<file path="src/mcsb_pkg.sv">
package mcsb_pkg;

  // multichannel addressing
  localparam int          ADDR_W     = 5;
  localparam logic [4:0]  ADDR_BCAST = 5'h00;
  localparam logic [4:0]  ADDR_MIN   = 5'h01;
  localparam logic [4:0]  ADDR_MAX   = 5'h1e;
  localparam int          LIST_W     = 32;

  // message parameter and event register widths
  localparam int          PARAM_W    = 16;
  localparam int          QUES_W     = 16;
  localparam int          OPER_W     = 16;
  localparam int          STD_W      = 8;
  localparam int          QCNT_W     = 8;
  localparam int          BYTE_W     = 8;

  // status summary byte bit positions
  localparam int          SB_ERR     = 2;
  localparam int          SB_QUES    = 3;
  localparam int          SB_MAV     = 4;
  localparam int          SB_ESB     = 5;
  localparam int          SB_MSS     = 6;
  localparam int          SB_OSR     = 7;

  // reset values
  localparam logic [7:0]  SRE_RST    = 8'h00;
  localparam logic [15:0] QEN_RST    = 16'h0000;
  localparam logic [7:0]  BYTE_ZERO  = 8'h00;
  localparam logic [15:0] PARAM_ZERO = 16'h0000;
  localparam logic [7:0]  QCNT_ZERO  = 8'h00;

  // bit 6 of the enable register never takes part in the summary
  localparam logic [7:0]  SRE_MASK   = 8'hbf;

  // how a message is addressed
  typedef enum logic [1:0] {
    MODE_NONE   = 2'h0,
    MODE_SINGLE = 2'h1,
    MODE_ALL    = 2'h2,
    MODE_MULTI  = 2'h3
  } mcsb_mode_t;

  // decoded command kinds
  typedef enum logic [2:0] {
    OP_GENERIC  = 3'h0,
    OP_SELECT   = 3'h1,
    OP_STB_QRY  = 3'h2,
    OP_SRE_WR   = 3'h3,
    OP_SRE_QRY  = 3'h4,
    OP_QEN_WR   = 3'h5,
    OP_GEN_QRY  = 3'h6
  } mcsb_op_t;

  // message handler states
  typedef enum logic [2:0] {
    ST_IDLE  = 3'b001,
    ST_EXEC  = 3'b010,
    ST_REPLY = 3'b100
  } mcsb_state_t;

endpackage : mcsb_pkg

</file>
<file path="src/mcsb_addr_status.sv">
`timescale 1ns/10ps

// Notes on behaviour
// - a selected unit acts on every message carrying no address.
// - an explicit address routes the message, regardless of selection.
// - a select naming another address drops ours; the named unit selects.
// - a select with the broadcast address leaves every unit deselected.
// - own and selected addresses are integers from one to thirty.
// - all commands accept addressing; only one unit answers each message.
// - a query naming one address is answered by that unit always.
// - queries to all or broadcast are answered by the selected unit only.
// - queries listing several addresses are answered by the selected unit, and only if it is in the list.
// - the host-attached unit relays its incoming commands onto RS-485.
// - reading the status byte changes neither byte nor summary flags.
// - error queue flag is set while the error queue holds an entry.
// - questionable flag is set when an event bit meets its enable bit.
// - message ready flag is false while the output queue is empty.
// - standard event flag shows any bit set in standard event register.
// - master summary shows a service reason; service request flag is absent.
// - operation flag is set when any operation status bit is set.
// - the status byte is readable by serial poll and by status query.
// - master summary is OR of status bits 0-5,7 ANDed with enables.
// - status query reply carries master summary in bit six.
// - writing zero to the service request enable clears it entirely.
module mcsb_addr_status (
  // clock and reset
  input  wire logic                         sys_clk,
  input  wire logic                         srst,
  // unit configuration
  input  wire logic [mcsb_pkg::ADDR_W-1:0]  ownAddr,
  input  wire logic                         hostAttached,
  // decoded message in
  input  wire logic                         msgValid,
  output wire logic                         msgReady,
  input  wire mcsb_pkg::mcsb_op_t           msgOp,
  input  wire mcsb_pkg::mcsb_mode_t         msgMode,
  input  wire logic [mcsb_pkg::ADDR_W-1:0]  msgAddr,
  input  wire logic [mcsb_pkg::LIST_W-1:0]  msgAddrList,
  input  wire logic [mcsb_pkg::PARAM_W-1:0] msgParam,
  input  wire logic                         msgFromHost,
  // message outcome
  output wire logic                         execStrobe,
  output wire logic                         answerStrobe,
  output wire logic                         relayStrobe,
  output wire logic                         selected,
  output wire logic [mcsb_pkg::ADDR_W-1:0]  selAddr,
  // query reply
  output wire logic                         replyValid,
  input  wire logic                         replyReady,
  output wire logic [mcsb_pkg::PARAM_W-1:0] replyData,
  // event sources
  input  wire logic [mcsb_pkg::QCNT_W-1:0]  errQueueCount,
  input  wire logic [mcsb_pkg::QCNT_W-1:0]  outQueueCount,
  input  wire logic [mcsb_pkg::QUES_W-1:0]  quesEvent,
  input  wire logic [mcsb_pkg::STD_W-1:0]   stdEvent,
  input  wire logic [mcsb_pkg::OPER_W-1:0]  operStatus,
  // serial poll
  input  wire logic                         pollReq,
  output wire logic                         pollValid,
  output wire logic [mcsb_pkg::BYTE_W-1:0]  pollByte,
  // status view
  output wire logic [mcsb_pkg::BYTE_W-1:0]  statusByte,
  output wire logic [mcsb_pkg::BYTE_W-1:0]  sreValue,
  output wire logic [mcsb_pkg::QUES_W-1:0]  quesEnable
);

  // handler state and latched message
  mcsb_pkg::mcsb_state_t        state_ff;
  mcsb_pkg::mcsb_state_t        nxt_state;
  mcsb_pkg::mcsb_op_t           op_ff;
  mcsb_pkg::mcsb_mode_t         mode_ff;
  logic [mcsb_pkg::ADDR_W-1:0]  addr_ff;
  logic [mcsb_pkg::LIST_W-1:0]  list_ff;
  logic [mcsb_pkg::PARAM_W-1:0] param_ff;
  logic                         fromHost_ff;

  // selection and registers
  logic                         selected_ff;
  logic [mcsb_pkg::ADDR_W-1:0]  selAddr_ff;
  logic [mcsb_pkg::BYTE_W-1:0]  sre_ff;
  logic [mcsb_pkg::QUES_W-1:0]  quesEn_ff;

  // outputs from flip-flops
  logic                         exec_ff;
  logic                         answer_ff;
  logic                         relay_ff;
  logic [mcsb_pkg::PARAM_W-1:0] reply_ff;
  logic                         pollValid_ff;
  logic [mcsb_pkg::BYTE_W-1:0]  pollByte_ff;
  logic [mcsb_pkg::BYTE_W-1:0]  status_ff;

  // decode wires
  wire logic                    ownValid;
  wire logic                    singleHit;
  wire logic                    listHit;
  wire logic                    acceptMsg;
  wire logic                    answerMsg;
  wire logic                    isQuery;
  wire logic                    inExec;
  wire logic                    takeMsg;
  wire logic                    selNamesUs;
  wire logic                    selParamValid;
  wire logic [mcsb_pkg::ADDR_W-1:0] selParam;

  // status summary wires
  wire logic                    errFlag;
  wire logic                    questionable_summary_flag;
  wire logic                    message_ready_flag;
  wire logic                    standard_event_summary_flag;
  wire logic                    operation_summary_flag;
  wire logic                    master_summary_flag;
  wire logic                    service_request_flag;
  wire logic [mcsb_pkg::BYTE_W-1:0] summaryBits;
  wire logic [mcsb_pkg::BYTE_W-1:0] sreMasked;
  wire logic [mcsb_pkg::BYTE_W-1:0] stbWord;
  wire logic [mcsb_pkg::BYTE_W-1:0] pollWord;
  wire logic [mcsb_pkg::PARAM_W-1:0] replyWord;

  // ---------------- addressing decode ----------------
  assign ownValid  = (ownAddr >= mcsb_pkg::ADDR_MIN) &&
                     (ownAddr <= mcsb_pkg::ADDR_MAX);
  assign singleHit = ownValid && (addr_ff == ownAddr);
  assign listHit   = ownValid && list_ff[ownAddr];

  // whether this unit acts on the latched message
  assign acceptMsg =
    (mode_ff == mcsb_pkg::MODE_NONE)   ? selected_ff :
    (mode_ff == mcsb_pkg::MODE_SINGLE) ? singleHit   :
    (mode_ff == mcsb_pkg::MODE_ALL)    ? 1'b1        :
                                         listHit;

  // only one unit on the chain may answer a message
  assign answerMsg =
    (mode_ff == mcsb_pkg::MODE_NONE)   ? selected_ff :
    (mode_ff == mcsb_pkg::MODE_SINGLE) ? singleHit   :
    (mode_ff == mcsb_pkg::MODE_ALL)    ? selected_ff :
                                         selected_ff && listHit;

  assign isQuery = (op_ff == mcsb_pkg::OP_STB_QRY) ||
                   (op_ff == mcsb_pkg::OP_SRE_QRY) ||
                   (op_ff == mcsb_pkg::OP_GEN_QRY);

  // selection commands are seen by every unit on the chain
  assign selParam      = param_ff[mcsb_pkg::ADDR_W-1:0];
  assign selParamValid = (selParam >= mcsb_pkg::ADDR_MIN) &&
                         (selParam <= mcsb_pkg::ADDR_MAX) &&
                         (param_ff[mcsb_pkg::PARAM_W-1:mcsb_pkg::ADDR_W] ==
                          '0);
  assign selNamesUs    = selParamValid && ownValid &&
                         (selParam == ownAddr);

  // ---------------- handshake and state ----------------
  assign msgReady = (state_ff == mcsb_pkg::ST_IDLE);
  assign takeMsg  = msgValid && msgReady;
  assign inExec   = (state_ff == mcsb_pkg::ST_EXEC);

  always_comb begin
    nxt_state = state_ff;
    case (state_ff)
      mcsb_pkg::ST_IDLE: begin
        if (msgValid) begin
          nxt_state = mcsb_pkg::ST_EXEC;
        end
      end
      mcsb_pkg::ST_EXEC: begin
        if (isQuery && answerMsg) begin
          nxt_state = mcsb_pkg::ST_REPLY;
        end else begin
          nxt_state = mcsb_pkg::ST_IDLE;
        end
      end
      mcsb_pkg::ST_REPLY: begin
        if (replyReady) begin
          nxt_state = mcsb_pkg::ST_IDLE;
        end
      end
      default: begin
        nxt_state = mcsb_pkg::ST_IDLE;
      end
    endcase
  end

  always_ff @(posedge sys_clk) begin
    if (srst) begin
      state_ff <= mcsb_pkg::ST_IDLE;
    end else begin
      state_ff <= nxt_state;
    end
  end

  // latch the message when it is taken
  always_ff @(posedge sys_clk) begin
    if (srst) begin
      op_ff       <= mcsb_pkg::OP_GENERIC;
      mode_ff     <= mcsb_pkg::MODE_NONE;
      addr_ff     <= mcsb_pkg::ADDR_BCAST;
      list_ff     <= '0;
      param_ff    <= mcsb_pkg::PARAM_ZERO;
      fromHost_ff <= 1'b0;
    end else if (takeMsg) begin
      op_ff       <= msgOp;
      mode_ff     <= msgMode;
      addr_ff     <= msgAddr;
      list_ff     <= msgAddrList;
      param_ff    <= msgParam;
      fromHost_ff <= msgFromHost;
    end
  end

  // ---------------- selection ----------------
  always_ff @(posedge sys_clk) begin
    if (srst) begin
      selected_ff <= 1'b0;
      selAddr_ff  <= mcsb_pkg::ADDR_BCAST;
    end else if (inExec && (op_ff == mcsb_pkg::OP_SELECT)) begin
      selected_ff <= selNamesUs;
      selAddr_ff  <= selParamValid ? selParam
                                   : mcsb_pkg::ADDR_BCAST;
    end
  end

  // ---------------- enable registers ----------------
  always_ff @(posedge sys_clk) begin
    if (srst) begin
      sre_ff <= mcsb_pkg::SRE_RST;
    end else if (inExec && acceptMsg &&
                 (op_ff == mcsb_pkg::OP_SRE_WR)) begin
      sre_ff <= param_ff[mcsb_pkg::BYTE_W-1:0] &
                mcsb_pkg::SRE_MASK;
    end
  end

  always_ff @(posedge sys_clk) begin
    if (srst) begin
      quesEn_ff <= mcsb_pkg::QEN_RST;
    end else if (inExec && acceptMsg &&
                 (op_ff == mcsb_pkg::OP_QEN_WR)) begin
      quesEn_ff <= param_ff;
    end
  end

  // ---------------- message outcome strobes ----------------
  // a discarded message leaves exec and answer strobes low and no enable register touched; a select still updates selection; relay still follows fromHost_ff
  always_ff @(posedge sys_clk) begin
    if (srst) begin
      exec_ff   <= 1'b0;
      answer_ff <= 1'b0;
      relay_ff  <= 1'b0;
    end else begin
      exec_ff   <= inExec && acceptMsg;
      answer_ff <= inExec && acceptMsg && isQuery && answerMsg;
      relay_ff  <= inExec && hostAttached && fromHost_ff;
    end
  end

  // ---------------- status summary ----------------
  assign errFlag                     = (errQueueCount !=
                                        mcsb_pkg::QCNT_ZERO);
  assign message_ready_flag          = (outQueueCount !=
                                        mcsb_pkg::QCNT_ZERO);
  assign standard_event_summary_flag = |stdEvent;
  assign operation_summary_flag      = |operStatus;
  assign service_request_flag        = 1'b0;

  mcsb_mask_or #(
    .W (mcsb_pkg::QUES_W)
  ) u_ques_or (
    .evBits (quesEvent),
    .enBits (quesEn_ff),
    .anyHit (questionable_summary_flag)
  );

  assign summaryBits = {operation_summary_flag,
                        1'b0,
                        standard_event_summary_flag,
                        message_ready_flag,
                        questionable_summary_flag,
                        errFlag,
                        2'b00};

  // bit 6 of the summary is excluded by the masked enable
  assign sreMasked = sre_ff & mcsb_pkg::SRE_MASK;

  mcsb_mask_or #(
    .W (mcsb_pkg::BYTE_W)
  ) u_mss_or (
    .evBits (summaryBits),
    .enBits (sreMasked),
    .anyHit (master_summary_flag)
  );

  // query word carries master summary, poll word the service request bit
  assign stbWord  = summaryBits |
                    ({7'h00, master_summary_flag} <<
                     mcsb_pkg::SB_MSS);
  assign pollWord = summaryBits |
                    ({7'h00, service_request_flag} <<
                     mcsb_pkg::SB_MSS);

  always_ff @(posedge sys_clk) begin
    if (srst) begin
      status_ff <= mcsb_pkg::BYTE_ZERO;
    end else begin
      status_ff <= stbWord;
    end
  end

  // ---------------- query reply ----------------
  assign replyWord =
    (op_ff == mcsb_pkg::OP_STB_QRY) ? {8'h00, stbWord} :
    (op_ff == mcsb_pkg::OP_SRE_QRY) ? {8'h00, sre_ff}  :
                                      mcsb_pkg::PARAM_ZERO;

  // reading the status byte is side-effect free
  always_ff @(posedge sys_clk) begin
    if (srst) begin
      reply_ff <= mcsb_pkg::PARAM_ZERO;
    end else if (inExec && isQuery && answerMsg) begin
      reply_ff <= replyWord;
    end
  end

  // ---------------- serial poll ----------------
  always_ff @(posedge sys_clk) begin
    if (srst) begin
      pollValid_ff <= 1'b0;
      pollByte_ff  <= mcsb_pkg::BYTE_ZERO;
    end else begin
      pollValid_ff <= pollReq;
      if (pollReq) begin
        pollByte_ff <= pollWord;
      end
    end
  end

  // ---------------- output wiring ----------------
  assign execStrobe   = exec_ff;
  assign answerStrobe = answer_ff;
  assign relayStrobe  = relay_ff;
  assign selected     = selected_ff;
  assign selAddr      = selAddr_ff;
  assign replyValid   = (state_ff == mcsb_pkg::ST_REPLY);
  assign replyData    = reply_ff;
  assign pollValid    = pollValid_ff;
  assign pollByte     = pollByte_ff;
  assign statusByte   = status_ff;
  assign sreValue     = sre_ff;
  assign quesEnable   = quesEn_ff;

endmodule : mcsb_addr_status

</file>
<file path="src/mcsb_mask_or.sv">
`timescale 1ns/10ps

// flags when any event bit is set together with its enable bit
module mcsb_mask_or #(
  parameter int W = 8
) (
  // event and enable bits
  input  wire logic [W-1:0] evBits,
  input  wire logic [W-1:0] enBits,
  // summary
  output wire logic         anyHit
);

  wire logic [W-1:0] hitBits;

  assign hitBits = evBits & enBits;
  assign anyHit  = |hitBits;

endmodule : mcsb_mask_or

</file>
<file path="config.mk">
export PLATFORM = sky130hd
export DESIGN_NAME = mcsb_addr_status
export DESIGN_NICKNAME = d
export VERILOG_FILES = /design/src/mcsb_pkg.sv /design/src/mcsb_addr_status.sv /design/src/mcsb_mask_or.sv
export SDC_FILE = /design/constraint.sdc
export NUM_CORES = 1
export LEC_CHECK = 0
export BUFFER_PORTS_ARGS = -buffer_cell sky130_fd_sc_hd__buf_2
export CORE_MARGIN = 3
export CORE_UTILIZATION = 47
export DETAILED_ROUTE_END_ITERATION = 16
export GPL_TIMING_DRIVEN = 0
export PLACE_DENSITY = 0.77
export REMOVE_ABC_BUFFERS = 1
export SYNTH_ARGS = -nofsm -noshare
export SYNTH_HDL_FRONTEND = slang
export SYNTH_HIERARCHICAL = 1
export SYNTH_SLANG_ARGS = --single-unit
</file>
<file path="constraint.sdc">
create_clock -name sys_clk -period 4.5 [get_ports sys_clk]
set_input_delay 0.9 -clock sys_clk [delete_from_list [all_inputs] [get_ports sys_clk]]
set_output_delay 0.9 -clock sys_clk [all_outputs]
set_load 0.02 [all_outputs]
</file>
==> results of run 1 <==
tightest hold or removal path: cells and delay by family (launching register included):
kind,cells,cell delay (ns)
flops,1,0.32
simple gates,1,0.05
compound gates,1,0.05
cell usage in the layout (no fill, tap or decap), types with 8 or more instances in the layout:
cell type | netlist | layout
buf_2 | 0 | 176
nand2_1 | 126 | 125
dfxtp_1 | 112 | 112
a21oi_1 | 69 | 69
nand2b_1 | 47 | 47
mux2i_1 | 39 | 39
nor2_1 | 27 | 27
conb_1 | 1 | 18
a22oi_1 | 15 | 15
nand3_1 | 9 | 9
xnor2_1 | 9 | 9
o21ai_0 | 9 | 9
clkbuf_8 | 0 | 9
or4_1 | 8 | 8
flip-flops by register name, indices dropped and copies added (netlist names), 5 cells and up:
name	count
pollByte	5
list_ff	30
selAddr	5
replyData	8
param_ff	16
addr_ff	5
sreValue	7
statusByte	6
quesEnable	16
layer usage:
| layer | track usage [%] | vias up |
|---|---|---|
| met5 | 0 | - |
| met4 | 5.97 | 0 |
| met3 | 4.76 | 14 |
| met2 | 38.3 | 167 |
| met1 | 25.3 | 2170 |
| li1 | - | 2318 |
metrics by stage:
stage | power (mW) | cell area [um^2] | setup TNS (ns) | setup slack [ns] | hold slack, ns
after floorplan | 1.22 | 4830 | 0 | 0.375 | 0.426
final | 1.95 | 6170 | 0 | 1.52 | 0.461
after global placement | 1.34 | 5880 | -64.15 | -1.18 | 0.439
after CTS | 1.97 | 6170 | 0 | 1.51 | 0.462
after detailed placement | 1.36 | 5970 | 0 | 1.12 | 0.447
after global routing | 2.04 | 6170 | 0 | 1.34 | 0.483
Yosys cell counts (2+ instances only):
| cell type | n |
|---|---|
| nor2b_1 | 7 |
| dfxtp_1 | 112 |
| buf_12 | 2 |
| buf_6 | 4 |
| a22oi_1 | 15 |
| nor3b_1 | 4 |
| or4_1 | 8 |
| inv_1 | 7 |
| nor4_1 | 7 |
| nor2_1 | 27 |
| a21oi_1 | 69 |
| mux2i_1 | 39 |
| nand3_1 | 9 |
| a211oi_1 | 5 |
| a221oi_2 | 5 |
| nand2b_1 | 47 |
| nor3_1 | 5 |
| nor3_4 | 2 |
| nand2_1 | 126 |
| xnor2_1 | 9 |
| a22o_1 | 4 |
| o21ai_0 | 9 |
| buf_1 | 3 |
| buf_4 | 16 |
| nand4_1 | 7 |
| clkbuf_1 | 25 |
cell families (layout without fill, tap and decap cells):
kind of cell	Yosys count	count (layout)	synth area share, %
and+or+nand+nor	260	260	25.4
AOI/OAI and AO/OA	114	114	14.1
DFF	112	112	44.2
buffers and inverters	57	205	6.63
muxes	40	40	8.14
xor gates and xnor gates	9	9	1.55
other	1	18	0.0739
report_power, final:
part	total [mW]	switching (mW)	internal, mW
combinational	0.269	0.152	0.116
sequential	1.06	0.0300	1.03
clock	0.619	0.353	0.266
total	1.95	0.535	1.42
area by class of cell:
| cell class | instances | area share, % |
|---|---|---|
| timing repair buffer | 182 | 15.6 |
| multi-input combinational | 441 | 41.6 |
| inverter | 7 | 0.426 |
| tap | 136 | 2.76 |
| sequential | 112 | 36.3 |
| clock inverter | 6 | 1.22 |
| clock buffer | 10 | 2.07 |
how the worst min path moves through the flow:
stage / depth (start not counted) / startpoint / end / slack (ns)
after detailed placement: 2 / list_ff[3] / list_ff[3] / 0.45
final: 2 / list_ff[15] / list_ff[15] / 0.46
after floorplan: 2 / fromHost_ff / fromHost_ff / 0.43
after CTS: 2 / list_ff[15] / list_ff[15] / 0.46
after global placement: 2 / fromHost_ff / fromHost_ff / 0.44
after global routing: 2 / list_ff[13] / list_ff[13] / 0.48
==> impl_metrics.ini, run 1 <==
[floorplanning]
die_area_um2 = 12100
io_pins = 194
die_w_um = 110
rows = 37
coreArea_um2 = 10400
initial_core_util_pct = 48.7
die_h_um = 110

[worst_setup_path]
crit_top_cell = mux2i_1
crit_type = primary input to flip-flop
critPathCaptureType = flip-flop
crit_arrival_ns = 3.28
max_stage_delay_ns = 0.84
crit_family = simple AND/OR/NAND/NOR gates
cp-startpoint = ownAddr[0]
start_kind = primary input
critPathRequiredTime_ns = 4.79
worstReg2RegEnd = selAddr[0]
cp.depth = 7
worstSetupEndpoint = quesEnable[15]
r2r_slack_ns = 1.96
r2r-start = state_ff[1]
slowest_stage = nor3_4
critPathBufInv = 1
cp_max_fo = 19
crit_chain = buf_2, mux2i_1, a221oi_2, a21oi_1, and4_4, nor3_4, mux2i_1
reg2reg_depth = 5

[power]
powerDensity_nw_per_um2 = 316
peakVddDrop_uv = 162
p_leak_nw = 2.57

[timing]
finalClockSkew_ns = 0.0142
relSlewSlack_pct = 33.0
final_hold_viol_count = 0
grt_setup_unrepaired = false
fmax_mhz = 335
min_period_over_period_pct = 66.3
worst_slew_pin_slew_ns = 1.00
setup_viol = 0
slew_violations = 0
period_minus_slack_ns = 2.98

[layout]
drive_gt1_share_pct = 28.4
num_antenna_cells = 0
layout.nets = 879
fin_cells = 894
synthToLayoutAreaGrowth_pct = 21.7
ff_latch_area_um2 = 2240
fin_util_pct = 59.3
fillers = 973
multi_input_comb_area_um2 = 2570

[routing]
top_layer = met4
wl_per_cell_um = 14.6
m1WireLength_um = 5360
drt_iter0_drc = 253
route.detailed.drc = 0
vias = 4669
wl_met2_um = 6540
wl_um = 13100
ant_nets = 0
firstDrtPassIters = 5
via_per_inst = 5.22
wl_met3_um = 1050

[clock_tree]
cts_buffers = 9
hold_buffers = 0
clkLatencyLatePin_ns = 0.37
clock-root-buffer = clkbuf_8
cts_resized = 0
htree_levels = 3
clock_sinks = 112
cts_setup_buffers = 0
cts_buffer_depth = 2
clk_pin_slew_ns = 0.10
cts_tree = built

[logic_synthesis]
synth.top_cells.by_area = dfxtp_1, nand2_1, mux2i_1, a21oi_1, nand2b_1
yosys_warnings = 6
synth_edf_count = 0
ys_types = 46
yosys_register_bits = 112
async_flop_share_pct = 0
ys.flop_type = dfxtp_1
yosysTopAreaCell = dfxtp_1
yosysTopAreaCellShare_pct = 44.2
ys_seq_area_share_pct = 44.2
syn_avg_cell_area_um2 = 8.56
syn_inst = 593
synth_area_um2 = 5070

[placement]
dp_cells = 878
place_congestion = 0.780
numPortBuffers = 177
dpl.hpwl_um = 9880

[run]
maxCapViolCount = 0

[worst_hold_path]
hold_path.class = flip-flop to flip-flop

[global_route]
track_usage_pct = 21.3
grt-ovfl-total = 0
grt_max_degree = 86
antenna_found_initial = 0
grt_pass1_wl_um = 20400
grt_pass1_vias = 4365

[run_status]
status = complete, no violations
Power figures use the tool's default switching activity.
==> run 2, diff against run 1 <==
CORE_UTILIZATION = 44   (was 47)
PLACE_DENSITY = 0.76   (was 0.77)
clock period = 2.7 ns   (was 4.5 ns; I/O delays follow)
==> run 2 against run 1 <==
  * Clock-buffer cell count down 1
  * Die area up 6.4%
  * Cell count up 0.45%
  * Clock power up 110%
  * Total power up 82%
  * Global-route usage down 1.4 points
  * Via count up 0.73%
  * Sequential cell count unchanged
  * Final area up 2.1%
  * Largest cell class unchanged
  * Critical endpoint is now replyData[2]
  * Critical path type unchanged
  * Highest routed layer unchanged
  * Sequential share of layout area down 0.74 points
  * Setup slack worse by 1.2 ns
  * Core utilization down 2.1 points
==> impl_metrics.ini, run 2 (synthesis gave the netlist of run 1 again) <==
[global_route]
grt_pass1_vias = 4522
grt-ovfl-total = 0
antenna_found_initial = 0
grt_max_degree = 90
track_usage_pct = 19.9
grt_pass1_wl_um = 20700

[timing]
grt_setup_unrepaired = false
min_period_over_period_pct = 87.1
setup_ws_ns = 0.349
period_minus_slack_ns = 2.35
relSlewSlack_pct = 43.3
setup_viol = 0
final_hold_viol_count = 0
fmax_mhz = 425
worst_slew_pin_slew_ns = 0.846
finalClockSkew_ns = 0.00632
slew_violations = 0

[routing]
wl_per_cell_um = 14.7
drt_iter0_drc = 287
route.detailed.drc = 0
ant_nets = 0
vias = 4703
via_per_inst = 5.24
firstDrtPassIters = 5
wl_um = 13200

[placement]
dp_cells = 882
numPortBuffers = 177
placed_cell_area_um2 = 5980
post-place-ws_ns = -0.429
place_congestion = 0.785
dpl.hpwl_um = 9990

[worst_hold_path]
hold_path.class = primary input to flip-flop

[clock_tree]
htree_levels = 3
cts_tree = built
hold_buffers = 0
clock_sinks = 112
cts_buffer_depth = 2
clkLatencyLatePin_ns = 0.34
clock-root-buffer = clkbuf_16
clk_pin_slew_ns = 0.07
cts_buffers = 9

[worst_setup_path]
crit_type = primary input to flip-flop
crit_arrival_ns = 2.62
cp_max_fo = 19
start_kind = primary input
critPathRequiredTime_ns = 2.97
max_stage_delay_ns = 0.45
crit_family = simple AND/OR/NAND/NOR gates
crit_chain = buf_2, or4_2, o211ai_1, o31ai_1, nand3b_1, nor2_1, mux2i_1
critPathBufInv = 1
slowest_stage = nor2_1
critPathCaptureType = flip-flop

[layout]
fin_cells = 898
synthToLayoutAreaGrowth_pct = 24.2
multi_input_comb_area_um2 = 2570
num_antenna_cells = 0
drive_gt1_share_pct = 28.6
largest_register_ffs = 30
layout.nets = 880
fillers = 994
layout_common_cells = buf_2, nand2_1, dfxtp_1
top_register = list_ff
ff_latch_area_um2 = 2240
layout_commonest_cell = buf_2
fin_area_um2 = 6300

[power]
p_leak_nw = 2.62
powerDensity_nw_per_um2 = 562
peakVddDrop_uv = 254

[floorplanning]
initial_core_util_pct = 46.0
die_area_um2 = 12900
die_h_um = 113
rows = 38
io_pins = 194
coreArea_um2 = 11000
die_w_um = 113

[run]
maxCapViolCount = 0

[run_status]
status = complete, no violations
==> run 2: cell types whose count changed in the layout (fill, tap and decap cells not counted), sizes merged <==
cell,previous run,this run
clkbuf,10,9
clkinvlp,1,2
buf,182,183
clkinv,2,1
==> run 2: path summary, 6_finish.rpt <==
| check | startpoint | endpoint | slack (ns) | cells after the start |
|---|---|---|---|---|
| setup / recovery | ownAddr[0] | replyData[2] | 0.35 | 7 |
| hold reg to reg | list_ff[28] | list_ff[28] | 0.45 | 2 |
| hold / removal | msgAddrList[7] | list_ff[7] | 0.43 | 3 |
| setup reg to reg | state_ff[1] | selAddr[4] | 0.45 | 5 |
==> run 2: worst register-to-register path, stage by stage, from the launching register on <==
cell      delay, ns
dfxtp_1        0.41
nor3b_2        0.47
nand3_1        0.34
a311oi_1       0.68
a22oi_1        0.14
nor2_1         0.14
==> run 2: final cells by class <==
type	instances	share of cell area [%]
multi-input combinational	441	40.8
sequential	112	35.6
timing repair buffer	183	15.8
clock buffer	9	3.57
tap	140	2.78
clock inverter	6	1.07
inverter	7	0.417
==> run 2: layer usage <==
metal / up-vias / track usage [%] / share of wire [%] / wire length (um)
met5: - / 0 / 0 / 0
met4: 0 / 6.41 / 1.9 / 250
met3: 26 / 3.71 / 6.7 / 886
met2: 160 / 37.0 / 51 / 6670
met1: 2193 / 22.9 / 41 / 5370
li1: 2324 / - / - / -
==> run 2: where the power goes <==
group	total [mW]	internal, mW	switching [mW]
Clock	1.32	0.720	0.597
Combinational	0.453	0.196	0.257
Sequential	1.77	1.72	0.0502
Total	3.54	2.64	0.904
==> run 2: per-stage QoR <==
step / utilization [%] / TNS [ns] / hold WS, ns / total power, mW
6_report: 57.1 / 0 / 0.430 / 3.54
5_1_grt: 57.1 / 0 / 0.425 / 3.71
4_1_cts: 57.1 / 0 / 0.419 / 3.57
3_5_place_dp: 54.2 / -5.80 / 0.447 / 2.26
3_3_place_gp: 53.4 / -163.05 / 0.438 / 2.23
2_1_floorplan: - / -60.71 / 0.426 / 2.04
==> run 2: what timing repair did <==
item / 4_1_cts / 5_1_grt
gates resized for setup: 0 / 1
buffers inserted: 1 / 0
pin swaps: 1 / 0
endpoints found under the setup margin: 5 / 6
